===== config.mk =====
export PLATFORM = sky130hd
export DESIGN_NAME = fpsi_indicator
export DESIGN_NICKNAME = d
export VERILOG_FILES = /design/src/core/fpsi_pkg.sv /design/src/core/fpsi_flash.sv /design/src/core/fpsi_quad.sv /design/src/core/fpsi_indicator.sv
export SDC_FILE = /design/constraint.sdc
export NUM_CORES = 1
export LEC_CHECK = 0
export CORE_UTILIZATION = 58
export DETAILED_ROUTE_END_ITERATION = 10
export DONT_BUFFER_PORTS = 1
export HOLD_SLACK_MARGIN = 0.05
export PLACE_DENSITY = 0.8
export RECOVER_POWER = 25
export REMOVE_ABC_BUFFERS = 1
export SKIP_CTS_REPAIR_TIMING = 1
export SYNTH_ARGS = -nofsm -noshare
export SYNTH_HDL_FRONTEND = slang
export SYNTH_HIERARCHICAL = 1
export SYNTH_SLANG_ARGS = --single-unit

===== constraint.sdc =====
create_clock -name mclk -period 3.07 [get_ports mclk]
set_input_delay 0.307 -clock mclk [delete_from_list [all_inputs] [get_ports mclk]]
set_output_delay 0.307 -clock mclk [all_outputs]
set_load 0.03 [all_outputs]

===== src/core/fpsi_pkg.sv =====
// Shared constants of the flow pulse and status indicator block.
// Assumes a single 200 MHz clock and a 32-bit APB register bus.
package fpsi_pkg;
  // Clock and flash timing
  localparam int CLK_PERIOD_NS = 5;
  localparam int FLASH_HALF_NS = 250_000_000;
  localparam int FLASH_HALF_CYC = FLASH_HALF_NS / CLK_PERIOD_NS;

  // Register map, byte addresses
  localparam int ADDR_W = 8;
  localparam logic [ADDR_W-1:0] REG_STATUS = 8'h00;
  localparam logic [ADDR_W-1:0] REG_INT_STATUS = 8'h04;
  localparam logic [ADDR_W-1:0] REG_INT_MASK = 8'h08;
  localparam logic [ADDR_W-1:0] REG_STATE = 8'h0C;

  // Event bits, shared by status, sticky status and mask
  localparam int EV_PICKUP = 0;
  localparam int EV_INTERP = 1;
  localparam int EV_OVERLOAD = 2;
  localparam int EV_ELEC = 3;
  localparam int EV_CONFIG = 4;
  localparam int EV_W = 5;
  localparam logic [EV_W-1:0] INT_MASK_RST = 5'h00;

  // State register fields
  localparam int ST_RED = 0;
  localparam int ST_GREEN = 1;
  localparam int ST_YELLOW = 2;
  localparam int ST_CODE_LSB = 4;
  localparam int ST_PHASE_LSB = 8;
  localparam int ST_DIR = 10;
  localparam int ST_MODE_LSB = 12;

  // Factor selection
  localparam logic [3:0] FIRST_BAD_CODE = 4'hB;
  localparam int FACTOR_W = 6;
  localparam logic [FACTOR_W-1:0] ACC_MODULUS = 6'h20;
  localparam logic [FACTOR_W-1:0] FACTOR_TAB [0:10] = '{6'h01, 6'h02, 6'h03, 6'h04, 6'h05, 6'h08,
                                                       6'h0A, 6'h0C, 6'h10, 6'h18, 6'h20};

  // Operating mode, highest priority has the highest code
  typedef enum logic [1:0] {
    FPSI_RUN = 2'b00,
    FPSI_NOFACTOR = 2'b01,
    FPSI_CONFIG = 2'b10,
    FPSI_FATAL = 2'b11
  } fpsi_mode_t;
endpackage


===== src/core/fpsi_flash.sv =====
// Free-running flash timer: equal on and off halves of HALF cycles.
// Assumes the clock enable freezes it along with the rest of the block.
module fpsi_flash #(
  parameter int HALF = fpsi_pkg::FLASH_HALF_CYC
) (
  // Clock and reset
  input wire logic mclk,
  input wire logic rst,
  input wire logic ce,
  // Flash phase
  output logic lit
);
  import fpsi_pkg::*;

  localparam int CW = $clog2(HALF + 1);

  typedef struct packed {
    logic [CW-1:0] cnt;
    logic lit;
  } fpsi_flash_st_t;

  fpsi_flash_st_t r, n;

  // Count one half period, then flip the phase
  always_comb begin
    n = r;
    if (r.cnt == CW'(HALF - 1)) begin
      n.cnt = '0;
      n.lit = ~r.lit;
    end else begin
      n.cnt = r.cnt + 1'b1;
    end
  end

  // State register
  always_ff @(posedge mclk or posedge rst) begin
    if (rst) begin
      r <= '0;
    end else if (ce) begin
      r <= n;
    end
  end

  assign lit = r.lit;
endmodule


===== src/core/fpsi_quad.sv =====
// Fractional rate divider and quadrature phase counter.
// Each up step adds the factor, each down step subtracts it; every ACC_MODULUS moves the phase a quarter.
module fpsi_quad (
  // Clock and reset
  input wire logic mclk,
  input wire logic rst,
  input wire logic ce,
  // Motion input
  input wire logic en,
  input wire logic stepUp,
  input wire logic stepDown,
  input wire logic [fpsi_pkg::FACTOR_W-1:0] factor,
  // Phase output
  output logic [1:0] phase,
  output logic dirPos
);
  import fpsi_pkg::*;

  typedef struct packed {
    logic [FACTOR_W-1:0] acc;
    logic [1:0] phase;
    logic dirPos;
  } fpsi_quad_st_t;

  fpsi_quad_st_t r, n;
  logic [FACTOR_W-1:0] sum;

  // Advance or retreat one quarter period when the accumulator wraps
  always_comb begin
    n = r;
    sum = r.acc + factor;
    if (!en) begin
      n.acc = '0;
    end else if (stepUp && !stepDown) begin
      if (sum >= ACC_MODULUS) begin
        n.acc = sum - ACC_MODULUS;
        n.phase = r.phase + 2'h1;
        n.dirPos = 1'b1;
      end else begin
        n.acc = sum;
      end
    end else if (stepDown && !stepUp) begin
      if (r.acc >= factor) begin
        n.acc = r.acc - factor;
      end else begin
        n.acc = r.acc + ACC_MODULUS - factor;
        n.phase = r.phase - 2'h1;
        n.dirPos = 1'b0;
      end
    end
  end

  // State register
  always_ff @(posedge mclk or posedge rst) begin
    if (rst) begin
      r <= '{acc: '0, phase: 2'h0, dirPos: 1'b1};
    end else if (ce) begin
      r <= n;
    end
  end

  assign phase = r.phase;
  assign dirPos = r.dirPos;
endmodule


===== src/core/fpsi_indicator.sv =====
// Top of the flow pulse and status indicator: lamps, quadrature pins, APB.
// Assumes all inputs synchronous to mclk and one APB master.
// Functional notes
// - Valid factor: green on; none: green flashes
// - Three fault events light the red lamp
// - Configuration needed: all lamps on, no pulses
// - Pickup or interpolator fault: red, pulses continue
// - Flow overload: red, other lamps unchanged
// - Electronics error: all flash, latched, no pulses
// - Two channels a quarter period apart
// - Direction pin high forward, low reverse
// - Reported direction invertible only by the reverse switch, which also swaps channels
// - Output-inhibiting error floats all three pins
// - Only eleven factors from one to 32
// - Codes 0-A map factors, B-F none, immediate
// - Reverse swaps channels and inverts direction pin
module fpsi_indicator #(
  parameter int FLASH_HALF = fpsi_pkg::FLASH_HALF_CYC
) (
  // Clock, reset, enable
  input wire logic mclk,
  input wire logic rst,
  input wire logic ce,
  // APB slave
  input wire logic psel,
  input wire logic penable,
  input wire logic pwrite,
  input wire logic [fpsi_pkg::ADDR_W-1:0] paddr,
  input wire logic [31:0] pwdata,
  output logic [31:0] prdata,
  output logic pready,
  output logic pslverr,
  // Health inputs
  input wire logic magneticPickupFault,
  input wire logic interpFault,
  input wire logic flowOverload,
  input wire logic elecError,
  input wire logic configMissing,
  // Fine steps from the interpolator
  input wire logic stepUp,
  input wire logic stepDown,
  // Board switches
  input wire logic [3:0] factorSelectorSwitch,
  input wire logic directionReverseSwitch,
  // Output pins
  output logic chanAOut,
  output logic chanAOe,
  output logic chanBOut,
  output logic chanBOe,
  output logic directionOutput,
  output logic directionOutputOe,
  // Lamps
  output logic lampYellow,
  output logic lampGreen,
  output logic lampRed,
  // Interrupt
  output logic irq
);
  import fpsi_pkg::*;

  typedef struct packed {
    fpsi_mode_t mode;
    logic elecLatch;
    logic rev;
    logic [EV_W-1:0] prevEv;
    logic [EV_W-1:0] intStat;
    logic [EV_W-1:0] intMask;
    logic [2:0] lamps;
    logic chanA;
    logic chanB;
    logic dirOut;
    logic pinOe;
    logic [31:0] prdata;
    logic pslverr;
    logic rdReady;
  } fpsi_top_st_t;

  fpsi_top_st_t r, n;
  fpsi_mode_t modeNow;
  logic [EV_W-1:0] ev;
  logic [EV_W-1:0] rise;
  logic [FACTOR_W-1:0] factor;
  logic validCode;
  logic fatal;
  logic redAlarm;
  logic flashLit;
  logic [1:0] qPhase;
  logic qDirPos;
  logic qA;
  logic qB;
  logic mapped;
  logic [31:0] rdMux;
  logic xferDone;

  // Flash timer
  fpsi_flash #(
    .HALF(FLASH_HALF)
  ) u_flash (
    .mclk(mclk),
    .rst(rst),
    .ce(ce),
    .lit(flashLit)
  );

  // Quadrature generator, runs only in normal operation
  fpsi_quad u_quad (
    .mclk(mclk),
    .rst(rst),
    .ce(ce),
    .en(modeNow == FPSI_RUN),
    .stepUp(stepUp),
    .stepDown(stepDown),
    .factor(factor),
    .phase(qPhase),
    .dirPos(qDirPos)
  );

  // Factor decode straight from the selector, no latching
  always_comb begin
    validCode = factorSelectorSwitch < FIRST_BAD_CODE;
    factor = validCode ? FACTOR_TAB[factorSelectorSwitch] : '0;
  end

  // Events and mode priority
  always_comb begin
    ev = '0;
    ev[EV_PICKUP] = magneticPickupFault;
    ev[EV_INTERP] = interpFault;
    ev[EV_OVERLOAD] = flowOverload;
    ev[EV_ELEC] = elecError;
    ev[EV_CONFIG] = configMissing;
    rise = ev & ~r.prevEv;
    fatal = r.elecLatch | elecError;
    redAlarm = magneticPickupFault | interpFault | flowOverload;
    if (fatal) begin
      modeNow = FPSI_FATAL;
    end else if (configMissing) begin
      modeNow = FPSI_CONFIG;
    end else if (!validCode) begin
      modeNow = FPSI_NOFACTOR;
    end else begin
      modeNow = FPSI_RUN;
    end
  end

  // Gray phase: B leads A going forward
  assign qA = qPhase[1];
  assign qB = qPhase[1] ^ qPhase[0];

  // APB read mux and decode
  always_comb begin
    mapped = 1'b1;
    rdMux = '0;
    case (paddr)
      REG_STATUS: rdMux[EV_W-1:0] = {configMissing, fatal, flowOverload, interpFault, magneticPickupFault};
      REG_INT_STATUS: rdMux[EV_W-1:0] = r.intStat;
      REG_INT_MASK: rdMux[EV_W-1:0] = r.intMask;
      REG_STATE: begin
        rdMux[ST_YELLOW:ST_RED] = r.lamps;
        rdMux[ST_CODE_LSB+:4] = factorSelectorSwitch;
        rdMux[ST_PHASE_LSB+:2] = qPhase;
        rdMux[ST_DIR] = qDirPos;
        rdMux[ST_MODE_LSB+:2] = r.mode;
      end
      default: mapped = 1'b0;
    endcase
  end

  assign pready = ce & r.rdReady;
  assign xferDone = psel & penable & pready;

  // Next state of the whole block
  always_comb begin
    n = r;
    n.mode = modeNow;
    n.rev = directionReverseSwitch;
    n.prevEv = ev;
    n.elecLatch = fatal;
    // Lamps, yellow-green-red
    case (modeNow)
      FPSI_FATAL: n.lamps = {3{flashLit}};
      FPSI_CONFIG: n.lamps = 3'h7;
      FPSI_NOFACTOR: n.lamps = {1'b0, flashLit, redAlarm};
      FPSI_RUN: n.lamps = {1'b0, 1'b1, redAlarm};
      default: n.lamps = 3'h7;
    endcase
    // Pins float on errors that inhibit output
    n.pinOe = (modeNow == FPSI_RUN) || (modeNow == FPSI_NOFACTOR);
    if (modeNow == FPSI_RUN) begin
      n.chanA = directionReverseSwitch ? qB : qA;
      n.chanB = directionReverseSwitch ? qA : qB;
      n.dirOut = qDirPos ^ directionReverseSwitch;
    end else begin
      n.chanA = 1'b0;
      n.chanB = 1'b0;
      n.dirOut = 1'b0;
    end
    // Capture read data once per transfer
    if (psel && !r.rdReady) begin
      n.prdata = rdMux;
      n.pslverr = ~mapped;
    end
    n.rdReady = psel & ~(penable & r.rdReady);
    // Sticky status: clear by one, a new event wins
    if (xferDone && pwrite && mapped && paddr == REG_INT_STATUS) begin
      n.intStat = r.intStat & ~pwdata[EV_W-1:0];
    end
    if (xferDone && pwrite && mapped && paddr == REG_INT_MASK) begin
      n.intMask = pwdata[EV_W-1:0];
    end
    n.intStat = n.intStat | rise;
  end

  // State register
  always_ff @(posedge mclk or posedge rst) begin
    if (rst) begin
      r <= '0;
      r.intMask <= INT_MASK_RST;
    end else if (ce) begin
      r <= n;
    end
  end

  // Outputs
  assign prdata = r.prdata;
  assign pslverr = r.pslverr;
  assign chanAOut = r.chanA;
  assign chanBOut = r.chanB;
  assign directionOutput = r.dirOut;
  assign chanAOe = r.pinOe;
  assign chanBOe = r.pinOe;
  assign directionOutputOe = r.pinOe;
  assign lampYellow = r.lamps[ST_YELLOW];
  assign lampGreen = r.lamps[ST_GREEN];
  assign lampRed = r.lamps[ST_RED];
  assign irq = |(r.intStat & r.intMask);

  logic steadyRun;
  assign steadyRun = ce && modeNow == FPSI_RUN && r.mode == FPSI_RUN && directionReverseSwitch == r.rev;
endmodule


==> results.toml <==
[worst_setup_path]
crit_path_max_incr_delay_ns = 0.42
worstPathArrival_ns = 2.95
slowest_stage = "fa_1"
worstSetupEndpointType = "flip-flop"
worst-path-max-fanout = 5
worst_setup_path_start_kind = "primary input"
reg2reg_depth = 9
critical_path_class = "primary input to flip-flop"
r2r-start = "u_quad/r[4]"
crit_path_start = "factorSelectorSwitch[1]"
path_cells = "inv_1, ha_1, mux2i_1, nor2_1, inv_1, ha_1, ha_1, inv_1, fa_1, o21bai_1, a21oi_1, xor2_1, nand2b_1, a32o_1"
required_ns = 3.33

[layout]
fillers = 714
diodes = 0
layout.nets = 606
final_common_cell = "dfrtp_1"
postLayoutCoreUtil = 0.615
drive_gt1_frac = 0.0975
seq_area_um2 = 1900
area_delta_synth_final_pct = 0.881
design_area_um2 = 5150
multi_input_area_um2 = 2720
final_cell_mix = "dfrtp_1, nand2_1, inv_1"

[timing]
hold_viol = 0
fin_crit_sh = 0.877
max_slew_margin = -0.394
finalCriticalPeriod_ns = 2.69
tns_ns = 0
fin_hold_ws_ns = 0.0565
slew_viol_final = 41
timing.fmax_mhz = 371
skew_ns = 0.0169
rsz0062_at_grt = "false"
setup_viol = 0
worstMarginPinSlew_ns = 2.09

[grt]
grt.overflow.total = 0
grt_util_all_layers = 0.240
grt_max_degree = 68
antenna_found_initial = 0
grt_pass1_wl_mm = 16.9
grt_pass1_vias = 3505

[synthesis]
avgSynthCellArea_um2 = 9.48
yosysSeqAreaShare = 0.372
ys.flop_type = "dfrtp_1"
async_flop_share = 1.00
syn_inst = 539
yosysTopAreaCellShare = 0.367
synth_area_um2 = 5110
synth_edf_count = 0
synthDistinctLibCells = 72
ys_warn_count = 6
synth_top_cell_by_area = "dfrtp_1"
synth_seq_cells = 76
synthTopCellsByArea = "dfrtp_1, ha_1, buf_4, inv_1, nand2_1"

[floorplan]
coreArea_um2 = 8380
rows = 33
die_h_um = 95.9
start_util = 0.610
die_x_um = 95.9
die_area_um2 = 9190
top_level_ports = 102

[detailed_routing]
dr.pass1.iters = 5
finalWirelength_mm = 10.6
wl_per_cell_um = 16.9
postRouteAntennaNets = 0
drtIter0Drc = 282
drc = 0
via_per_inst = 6.03
vias = 3789

[cts]
cts_tree = "done"
cts-root-buf = "clkbuf_8"
clkLatencyLatePin_ns = 0.36
cts-htree-levels = 3
path_clk_slew_ns = 0.09
numClockSinks = 76
numCtsBuffers = 9
cts.path.max_buffers = 2

[hold_path]
hold_depth = 1
min-delay-path-class = "primary input to flip-flop"
min-delay-start = "ce"

[placement]
io_buffers = 0
dp_hpwl_mm = 7.62
gp_congestion = 0.868
place_area_um2 = 4950

[power]
power.density_nw_per_um2 = 413
ir_drop_uv = 284
p_leak_nw = 2.33

[flow_run]
cap_violations = 1

[outcome]
failed_checks = "max-capacitance violations, max-slew violations"
status = "finished with violations"
==> synth_stat cells (all sizes together) (3+ instances only) <==
cell type,number
buf,41
fa,7
o21bai,6
nor2b,10
xor2,11
o31ai,5
mux2,8
o22ai,7
a22o,9
nand3,20
or2,4
nor3,7
mux2i,9
nor2,29
and3,7
clkbuf,14
nand2b,7
and4,5
nor3b,4
xnor2,12
and2,3
nand2,48
inv,47
nand3b,5
nand4,12
a21o,3
and3b,4
o211ai,3
a21oi,16
dfrtp,75
mux4,4
ha,23
o21ai,35
nor4,7
or3,4
==> stage by stage <==
step	setup WS (ns)	power, mW	std cells
after floorplan	0.412	1.35	502
after global placement	0.141	1.40	610
after detailed placement	0.0462	1.42	610
after CTS	0.420	2.14	626
after global routing	0.197	2.23	628
final	0.377	2.13	628
==> kinds of logic after synthesis <==
family	Yosys count	share of synthesized area
simple gates	182	0.200
compound gates	104	0.142
buf+inv	102	0.108
flops	76	0.372
fa+ha+maj	30	0.0837
xor+xnor	23	0.0394
mux	21	0.0536
other cells	1	0.000734
==> final timing paths <==
kind                                      end  slack (ns)
worst min register to register    u_flash/lit        0.50
min in group asynchronous       u_flash/r[24]        0.08
worst max-delay path              u_quad/r[8]        0.38
max in group asynchronous               r[49]        0.66
worst max register to register    u_quad/r[8]        0.72
worst min-delay path             u_flash/r[1]        0.06
==> cell type report <==
cell class                 instances  share of cell area
multi-input combinational        379               0.528
sequential                        76               0.369
inverter                          47              0.0342
clock buffer                      10              0.0267
tap                              105              0.0255
clock inverter                     6             0.00898
timing repair buffer               5             0.00752
==> registers in the layout (all words and copies together), names as in the netlist, 2 cells and up <==
name          count
r                19
u_quad/phase      2
u_quad/r          6
prdata           13
u_flash/r        26
==> critical path: cells and delay by family <==
kind,cells,cell delay (ns)
fa+ha+maj,4,1.29
mux,1,0.06
compound gates,3,0.49
xor+xnor,1,0.16
simple gates,2,0.37
buf+inv,3,0.27
==> per-layer routing <==
metal,wire (um),track usage
met1,4700,0.319
met2,5070,0.391
met4,102,0.0634
met5,0,0
met3,734,0.0632
==> power breakdown <==
| part | leakage [nW] | internal, mW | total [mW] | switching [mW] |
|---|---|---|---|---|
| Clock | 0.0893 | 0.321 | 0.719 | 0.398 |
| Combinational | 1.27 | 0.117 | 0.296 | 0.178 |
| Sequential | 0.973 | 1.04 | 1.11 | 0.0683 |
| Total | 2.33 | 1.48 | 2.13 | 0.645 |
Note: power is estimated with default switching activity, not from simulation.
